<file path="src/boot_pkg.sv">
// constants and types shared by the boot loader files
package boot_pkg;
  // ==========================================================
  // clock and timing
  // ==========================================================
  localparam int unsigned CLK_HZ            = 10_000_000;   // system clock rate
  localparam int unsigned POR_HOLD_NS       = 1000;         // power-on hold time
  localparam int unsigned POR_HOLD_CYC      = (POR_HOLD_NS * (CLK_HZ / 1_000_000) + 999) / 1000;
  localparam int unsigned FLASH_HALF_CYC    = 2;            // system clocks per flash clock half period

  // ==========================================================
  // flash command sequence
  // ==========================================================
  localparam logic [7:0]  FAST_QUAD_READ    = 8'heb;        // quad read opcode
  localparam int unsigned ADDR_BYTES        = 3;            // address bytes
  localparam int unsigned DUMMY_BYTES       = 1;            // dummy bytes before data
  localparam logic [23:0] IMAGE_START_ADDR  = 24'h000000;   // image start in flash
  localparam int unsigned IMAGE_BYTES_DEF   = 64;           // default image length

  // ==========================================================
  // types
  // ==========================================================
  typedef enum logic {
    BOOT_FLASH,                                              // quad master from local flash
    BOOT_SLAVE                                               // spi slave from host
  } boot_mode_t;

  typedef enum {
    Q_IDLE,
    Q_CMD,
    Q_ADDR,
    Q_DUMMY,
    Q_DATA,
    Q_DONE
  } qspi_state_t;
endpackage

</file>
<file path="src/boot_mode_select_reset.sv">
// boot source selection, reset sequencing and image loading
//
// Contract
// RULE1: boot runs after power-up and every reset
// RULE2: select high gives spi slave boot
// RULE3: select on flash line gives quad master
// RULE4: quad master uses cs, four data, shared clock
// RULE5: power-on reset holds device until supplies up
// RULE6: reset pin active low, release starts boot
// RULE7: external clock 24MHz, running at reset release; code assumes CLK_HZ of 10 MHz
// RULE8: slave boot bytes arrive lsb first
// RULE9: quad bytes carry lower nibble first
// RULE10: flash read uses 0xeb plus one dummy
// RULE11: select sampled once at release, then held
`timescale 1ns/100ps
module boot_mode_select_reset #(
  parameter int unsigned IMAGE_BYTES = boot_pkg::IMAGE_BYTES_DEF
) (
  input  wire logic        i_clk,            // system clock, assumed running at release
  input  wire logic        i_rst_n,          // device reset pin, active low
  input  wire logic        i_supply_good,    // supplies up, from the power monitor
  // shared clock pin: slave clock in, flash clock out
  input  wire logic        i_spi_clk,
  output logic             o_spi_clk,
  output logic             o_spi_clk_oe,
  // host spi slave pins
  input  wire logic        i_spi_cs_n,
  input  wire logic        i_spi_mosi,
  output logic             o_spi_miso,
  // flash pins
  output logic             o_flash_cs_n,
  output logic             o_flash_cs_n_oe,
  input  wire logic        i_flash_data0,
  input  wire logic        i_boot_select_flash_data1,
  input  wire logic        i_flash_data2,
  input  wire logic        i_flash_data3,
  output logic [3:0]       o_flash_data,
  output logic [3:0]       o_flash_data_oe,
  // image byte stream and status
  output logic [7:0]       o_image_data,
  output logic             o_image_valid,
  output logic             o_boot_mode_slave,
  output logic             o_boot_done,
  output logic             o_core_rst_n
);
  import boot_pkg::*;

  initial begin
    if (IMAGE_BYTES < 1 || IMAGE_BYTES > 65535) $error("IMAGE_BYTES out of range");
  end

  // ==========================================================
  // power-on and pin reset
  // ==========================================================
  logic        rst_sync_n;                   // supply good and pin, released synchronously
  logic [1:0]  rst_pipe;                      // release pipeline
  logic [7:0]  por_cnt;                       // hold count after release
  logic        started;                       // mode captured, boot running

  // either cause clears the device; release is synchronised to the clock
  always_ff @(posedge i_clk or negedge i_rst_n) begin
    if (!i_rst_n) begin
      rst_pipe <= 2'h0;                       // RULE6
    end else begin
      rst_pipe <= {rst_pipe[0], i_supply_good}; // RULE5
    end
  end
  assign rst_sync_n = rst_pipe[1];

  // short hold after release so the select pin has settled
  always_ff @(posedge i_clk or negedge i_rst_n) begin
    if (!i_rst_n) begin
      por_cnt <= 8'h00;
    end else if (!rst_sync_n) begin
      por_cnt <= 8'h00;                        // RULE5
    end else if (por_cnt < 8'(POR_HOLD_CYC)) begin
      por_cnt <= por_cnt + 8'h01;
    end
  end

  // ==========================================================
  // pin synchronisers
  // ==========================================================
  logic [6:0] pins_s;
  sync2 #(.WIDTH(7)) u_sync (
    .i_clk   (i_clk),
    .i_rst_n (i_rst_n),
    .i_async ({i_spi_clk, i_spi_cs_n, i_spi_mosi, i_flash_data3, i_flash_data2,
               i_boot_select_flash_data1, i_flash_data0}),
    .o_sync  (pins_s)
  );
  logic       sclk_s;
  logic       cs_n_s;
  logic       mosi_s;
  logic [3:0] fdata_s;
  assign sclk_s  = pins_s[6];
  assign cs_n_s  = pins_s[5];
  assign mosi_s  = pins_s[4];
  assign fdata_s = pins_s[3:0];

  // ==========================================================
  // boot mode capture
  // ==========================================================
  boot_mode_t mode;                            // chosen boot source

  // caught once when the hold ends; flash drives line 1 low-ish idle, pull-up means host
  always_ff @(posedge i_clk or negedge i_rst_n) begin
    if (!i_rst_n) begin
      mode    <= BOOT_FLASH;
      started <= 1'b0;
    end else if (!rst_sync_n) begin
      started <= 1'b0;                         // RULE1
    end else if (!started && por_cnt == 8'(POR_HOLD_CYC)) begin
      started <= 1'b1;                         // RULE11
      mode    <= fdata_s[1] ? BOOT_SLAVE : BOOT_FLASH; // RULE2 RULE3
    end
  end

  assign o_boot_mode_slave = (mode == BOOT_SLAVE);
  assign o_core_rst_n      = rst_sync_n && o_boot_done;

  // ==========================================================
  // spi slave receiver
  // ==========================================================
  logic       sclk_d;                          // previous sampled clock
  logic [7:0] slv_shift;                       // incoming byte
  logic [2:0] slv_bits;                        // bits collected
  logic       slv_byte;                        // byte complete pulse
  logic       slv_active;

  assign slv_active = started && mode == BOOT_SLAVE && !o_boot_done;

  // sample mosi on rising clock while selected; bit 0 arrives first
  always_ff @(posedge i_clk or negedge i_rst_n) begin
    if (!i_rst_n) begin
      sclk_d    <= 1'b0;
      slv_shift <= 8'h00;
      slv_bits  <= 3'h0;
      slv_byte  <= 1'b0;
    end else begin
      sclk_d   <= sclk_s;
      slv_byte <= 1'b0;
      if (!slv_active || cs_n_s) begin
        slv_bits <= 3'h0;                      // deselect drops a partial byte
      end else if (sclk_s && !sclk_d) begin
        slv_shift <= {mosi_s, slv_shift[7:1]}; // RULE8
        slv_bits  <= slv_bits + 3'h1;
        slv_byte  <= (slv_bits == 3'h7);
      end
    end
  end
  assign o_spi_miso = 1'b0;                    // nothing returned during boot

  // ==========================================================
  // quad spi master
  // ==========================================================
  qspi_state_t q_state;
  logic [1:0]  q_div;                          // half period counter
  logic        q_clk;                          // flash clock level
  logic [31:0] q_tx;                           // command or address shift
  logic [5:0]  q_cnt;                          // bits or nibbles left in phase
  logic [15:0] q_bytes;                        // image bytes left
  logic [3:0]  q_lo;                           // held lower nibble
  logic        q_half;                         // upper nibble pending
  logic        q_byte;                         // byte complete pulse
  logic [7:0]  q_data;
  logic        q_tick;

  assign q_tick = (q_div == 2'(FLASH_HALF_CYC - 1));

  // sequencer: opcode serial on line 0, then quad address, dummy, data
  always_ff @(posedge i_clk or negedge i_rst_n) begin
    if (!i_rst_n) begin
      q_state <= Q_IDLE;
      q_div   <= 2'h0;
      q_clk   <= 1'b0;
      q_tx    <= 32'h0;
      q_cnt   <= 6'h0;
      q_bytes <= 16'h0;
      q_lo    <= 4'h0;
      q_half  <= 1'b0;
      q_byte  <= 1'b0;
      q_data  <= 8'h00;
    end else if (!rst_sync_n) begin
      q_state <= Q_IDLE;
      q_clk   <= 1'b0;
      q_byte  <= 1'b0;
    end else begin
      q_byte <= 1'b0;
      q_div  <= q_tick ? 2'h0 : q_div + 2'h1;
      unique case (q_state)
        Q_IDLE: begin
          if (started && mode == BOOT_FLASH) begin
            q_state <= Q_CMD;
            q_tx    <= {FAST_QUAD_READ, IMAGE_START_ADDR}; // RULE10
            q_cnt   <= 6'd8;
            q_clk   <= 1'b0;
          end
        end
        default: begin
          if (q_tick && q_state != Q_DONE) begin
            q_clk <= ~q_clk;
            if (q_clk) begin
              // falling edge: advance outgoing data
              q_cnt <= q_cnt - 6'h1;
              if (q_state == Q_CMD) begin
                q_tx <= {q_tx[30:0], 1'b0};
                if (q_cnt == 6'h1) begin
                  q_state <= Q_ADDR;
                  q_cnt   <= 6'(ADDR_BYTES * 2);
                end
              end else if (q_state == Q_ADDR) begin
                q_tx <= {q_tx[27:0], 4'h0};
                if (q_cnt == 6'h1) begin
                  q_state <= Q_DUMMY;
                  q_cnt   <= 6'(DUMMY_BYTES * 2); // RULE10
                end
              end else if (q_state == Q_DUMMY && q_cnt == 6'h1) begin
                q_state <= Q_DATA;
                q_bytes <= 16'(IMAGE_BYTES);
                q_half  <= 1'b0;
              end
            end else if (q_state == Q_DATA) begin
              // rising edge: capture a nibble, lower half first
              if (!q_half) begin
                q_lo   <= fdata_s;              // RULE9
                q_half <= 1'b1;
              end else begin
                q_data  <= {fdata_s, q_lo};     // RULE9
                q_byte  <= 1'b1;
                q_half  <= 1'b0;
                q_bytes <= q_bytes - 16'h1;
                if (q_bytes == 16'h1) begin
                  q_state <= Q_DONE;
                  q_clk   <= 1'b0;
                end
              end
            end
          end
        end
      endcase
    end
  end

  // flash pins: cs low through the read, shared clock pin driven only in flash mode
  logic q_busy;
  assign q_busy          = (q_state != Q_IDLE) && (q_state != Q_DONE);
  assign o_flash_cs_n    = !q_busy;                                   // RULE4
  assign o_flash_cs_n_oe = started && mode == BOOT_FLASH;
  assign o_spi_clk       = q_clk;
  assign o_spi_clk_oe    = started && mode == BOOT_FLASH;             // RULE4
  // address nibbles leave from the top of the shifter, the same end the opcode bits use
  assign o_flash_data    = (q_state == Q_CMD) ? {3'h0, q_tx[31]} : q_tx[31:28];
  assign o_flash_data_oe = (q_state == Q_CMD) ? 4'h1 : (q_state == Q_ADDR) ? 4'hf : 4'h0;

  // ==========================================================
  // image stream and completion
  // ==========================================================
  logic [15:0] slv_count;                      // host bytes received

  // one byte stream from whichever source is active
  always_ff @(posedge i_clk or negedge i_rst_n) begin
    if (!i_rst_n) begin
      o_image_data  <= 8'h00;
      o_image_valid <= 1'b0;
      slv_count     <= 16'h0;
      o_boot_done   <= 1'b0;
    end else if (!rst_sync_n) begin
      o_image_valid <= 1'b0;
      slv_count     <= 16'h0;
      o_boot_done   <= 1'b0;                   // RULE1
    end else begin
      o_image_valid <= slv_byte || q_byte;
      if (slv_byte) begin
        o_image_data <= slv_shift;
        slv_count    <= slv_count + 16'h1;
        if (slv_count == 16'(IMAGE_BYTES - 1)) o_boot_done <= 1'b1;
      end else if (q_byte) begin
        o_image_data <= q_data;
      end
      if (q_state == Q_DONE) o_boot_done <= 1'b1;
    end
  end
endmodule

</file>
<file path="src/sync2.sv">
// two flip-flop synchroniser for a bundle of pin levels
`timescale 1ns/100ps
module sync2 #(
  parameter int unsigned WIDTH = 1
) (
  input  wire logic             i_clk,
  input  wire logic             i_rst_n,
  input  wire logic [WIDTH-1:0] i_async,
  output logic      [WIDTH-1:0] o_sync
);
  // ==========================================================
  // two stages
  // ==========================================================
  logic [WIDTH-1:0] meta;   // first stage, read only by the second

  // first stage catches the pin, second gives a settled level
  always_ff @(posedge i_clk or negedge i_rst_n) begin
    if (!i_rst_n) begin
      meta   <= '0;
      o_sync <= '0;
    end else begin
      meta   <= i_async;
      o_sync <= meta;
    end
  end
endmodule

</file>
<file path="config.mk">
export PLATFORM = sky130hd
export DESIGN_NAME = boot_mode_select_reset
export DESIGN_NICKNAME = d
export VERILOG_FILES = /design/src/boot_pkg.sv /design/src/boot_mode_select_reset.sv /design/src/sync2.sv
export SDC_FILE = /design/constraint.sdc
export NUM_CORES = 1
export LEC_CHECK = 0
export ABC_CLOCK_PERIOD_IN_PS = 2500
export BUFFER_PORTS_ARGS = -buffer_cell sky130_fd_sc_hd__buf_2
export CAP_MARGIN = 40
export CORE_ASPECT_RATIO = 0.75
export CORE_MARGIN = 4
export CORE_UTILIZATION = 45
export CTS_CLUSTER_DIAMETER = 50
export DETAILED_ROUTE_END_ITERATION = 12
export GPL_ROUTABILITY_DRIVEN = 0
export MAX_ROUTING_LAYER = met4
export PLACE_DENSITY = 0.58
export SLEW_MARGIN = 20
export SYNTH_ARGS = -nofsm -noshare
export SYNTH_HDL_FRONTEND = slang
export SYNTH_SLANG_ARGS = --single-unit
</file>
<file path="constraint.sdc">
create_clock -name i_clk -period 2.5 [get_ports i_clk]
set_input_delay 0.125 -clock i_clk [delete_from_list [all_inputs] [get_ports i_clk]]
set_output_delay 0.125 -clock i_clk [all_outputs]
set_load 0.02 [all_outputs]
</file>
==> impl_metrics.env <==
export IMPL_fin_skew_ns=0.0113
export IMPL_via_per_inst=5.10
export IMPL_routed_wl_mm=10.4
export IMPL_rsz0062_at_grt="false"
export IMPL_port_buffers=33
export IMPL_root_buffer="clkbuf_16"
export IMPL_crit_slowest_cell="or3_1"
export IMPL_rows=34
export IMPL_min_period_ns=2.21
export IMPL_cp_data_required_time_ns=2.78
export IMPL_ant_nets=0
export IMPL_fin_cells=720
export IMPL_ys_warn_count=0
export IMPL_preCtsSetupSlack_ns=0.308
export IMPL_final_common_cell="dfrtp_1"
export IMPL_ys_flop_type="dfrtp_1"
export IMPL_synthArstFlopShare_pct=100
export IMPL_cts_tree="done"
export IMPL_syn_num_nets=516
export IMPL_drive_gt1_share_pct=19.5
export IMPL_worstSetupEndpointType="flop"
export IMPL_synth_cell_types=55
export IMPL_rr_worst_depth=5
export IMPL_netlist_top_cells_area="dfrtp_1 54%, mux2_2 4.6%, xnor2_1 4.4%"
export IMPL_tns_ns=0
export IMPL_maxCapViolCount=0
export IMPL_hold_slack_ns=0.257
export IMPL_crit_fanout=16
export IMPL_power_total_mw=4.55
export IMPL_synth_enable_flop_cells=0
export IMPL_firstDrtPassIters=5
export IMPL_synthCells=497
export IMPL_timing_fmax_mhz=452
export IMPL_cts_sinks=115
export IMPL_yosysTopAreaCell="dfrtp_1"
export IMPL_clock_path_buffers=2
export IMPL_worstMarginPinSlew_ns=0.650
export IMPL_synth_cell_area_um2=5360
export IMPL_num_vias=3675
export IMPL_grtUsageTotal_pct=17.3
export IMPL_leakage_nw=3.11
export IMPL_nets=564
export IMPL_start_kind="flop"
export IMPL_ir_worst_vdd_mv=0.499
export IMPL_post_dp_cell_area_um2=5700
export IMPL_design_area_um2=6400
export IMPL_htreeDepth=4
export IMPL_critPathTopFamily="simple AND/OR/NAND/NOR gates"
export IMPL_fp_dieH_um=102
export IMPL_cts_clk_slew_worst_paths_ns=0.06
export IMPL_min_period_over_period_pct=88.5
export IMPL_dp_cells=679
export IMPL_grt_ovfl_total=0
export IMPL_core_area_um2=11600
export IMPL_final_setup_viol_count=0
export IMPL_antenna_cells=0
export IMPL_hp_class="in -> async"
export IMPL_power_per_cell_area_nw_per_um2=710
export IMPL_fin_util_pct=55.1
export IMPL_ys_seq_elements=115
export IMPL_grt_start_max_net_pins=55
export IMPL_drtIter0Drc=201
export IMPL_antenna_found_initial=0
export IMPL_worstPathArrival_ns=2.49
export IMPL_holdBufCountCts=9
export IMPL_die_area_um2=13700
export IMPL_final_cell_mix="115 x dfrtp_1, 39 x nor2_1, 35 x nand2_1, 32 x buf_2"
export IMPL_ys_seq_area_share_pct=53.7
export IMPL_grt_pass1_wl_mm=17.9
export IMPL_setup_ws_ns=0.287
export IMPL_syn_to_final_growth_pct=19.6
export IMPL_relSlewSlack_pct=56.3
export IMPL_io_pins=35
export IMPL_die_x_um=134
export IMPL_cts_resized_gates=0
export IMPL_r2r_slack_ns=0.29
export IMPL_synth_area_per_cell_um2=10.8
export IMPL_worstSetupPathType="reg -> reg"
export IMPL_floorplan_initialDensity_pct=46.1
export IMPL_reg2reg_from="q_cnt[2]"
export IMPL_crit_buf_inv=0
export IMPL_insertion_delay_ns=0.42
export IMPL_finalHoldViolations=0
export IMPL_slew_violations=0
export IMPL_drc_errors=0
export IMPL_postCtsSetupRepairBufs=0
export IMPL_grt_pass1_vias=3555
export IMPL_slowest_delay_ns=0.50
export IMPL_yosys_area_top_type_share_pct=53.7
export IMPL_timing_rr_end="q_bytes[13]"
export IMPL_status="completed"
export IMPL_crit_chain="or3_1 > o32a_4 > nor4_1 > xnor2_1 > nor2_1"
export IMPL_place_hpwl_mm=6.99
export IMPL_avgRoutedWirePerCell_um=14.5
export IMPL_numCtsBuffers=17
## worst max path at each step
stage	start	end	cells after the start
finish	q_cnt[2]	q_bytes[13]	5
CTS	q_cnt[2]	q_bytes[13]	5
detailed placement	q_cnt[2]	q_bytes[13]	5
floorplan	q_cnt[3]	q_bytes[14]	7
global route	q_state[2]	q_bytes[13]	7
global placement	q_cnt[3]	q_bytes[13]	5
## report_power, final
group          leakage [nW]  switching [mW]  internal (mW)  total (mW)
sequential             1.56          0.0259           1.89        1.92
clock                 0.299           0.967           1.52        2.49
combinational          1.25          0.0951         0.0486       0.144
## Yosys cell counts, drive strengths merged, types with 3 or more instances
cell type	instances
nand2	35
xor2	6
clkbuf	14
a22o	5
nand3b	3
nand3	11
buf	12
inv	16
nor4	14
and2	22
xnor2	27
a21oi	14
or3	5
ha	9
nor2b	12
mux2	22
or4	3
and3	9
nand4b	3
nand4	5
nand2b	6
nor3	14
or2	4
nor2	40
mux2i	15
o21ai	28
dfrtp	115
a21boi	5
## cell type report
class	instances	area [um2]
fill	1032	5210
sequential	115	2880
multi-input combinational	340	2290
clock buffer	17	425
timing repair buffer	55	368
tap	162	203
clock inverter	15	185
inverter	16	60.1
## state kept, by name, indices dropped and copies added (netlist names), 7 cells and up
register and count:
u_sync.o_sync 7, u_sync.meta 7, q_tx 8, q_data 8, slv_shift 8, slv_count 16
q_bytes 16, o_image_data 8, por_cnt 8
## cells by family (layout without fill, tap and decap cells)
family                     count (synthesis)  after routing  synth area share (%)
AOI/OAI and AO/OA                         69             69                  8.39
buffers and inverters                     42            103                  3.57
adders and majority gates                 10             10                  2.29
muxes                                     37             37                  7.43
DFF                                      115            115                  53.7
and+or+nand+nor                          190            190                  19.1
other                                      1              1                0.0700
xor gates and xnor gates                  33             33                  5.40
## metal layers
| metal | up-vias | wire (um) | GRT usage (%) |
|---|---|---|---|
| met3 | 5 | 436 | 5.71 |
| met4 | 0 | 35 | 5.38 |
| met2 | 68 | 4530 | 23.5 |
| met1 | 1786 | 5430 | 24.4 |
| met5 | - | 0 | - |
| li1 | 1816 | - | - |
No activity file was read; power rests on OpenSTA's default activity.
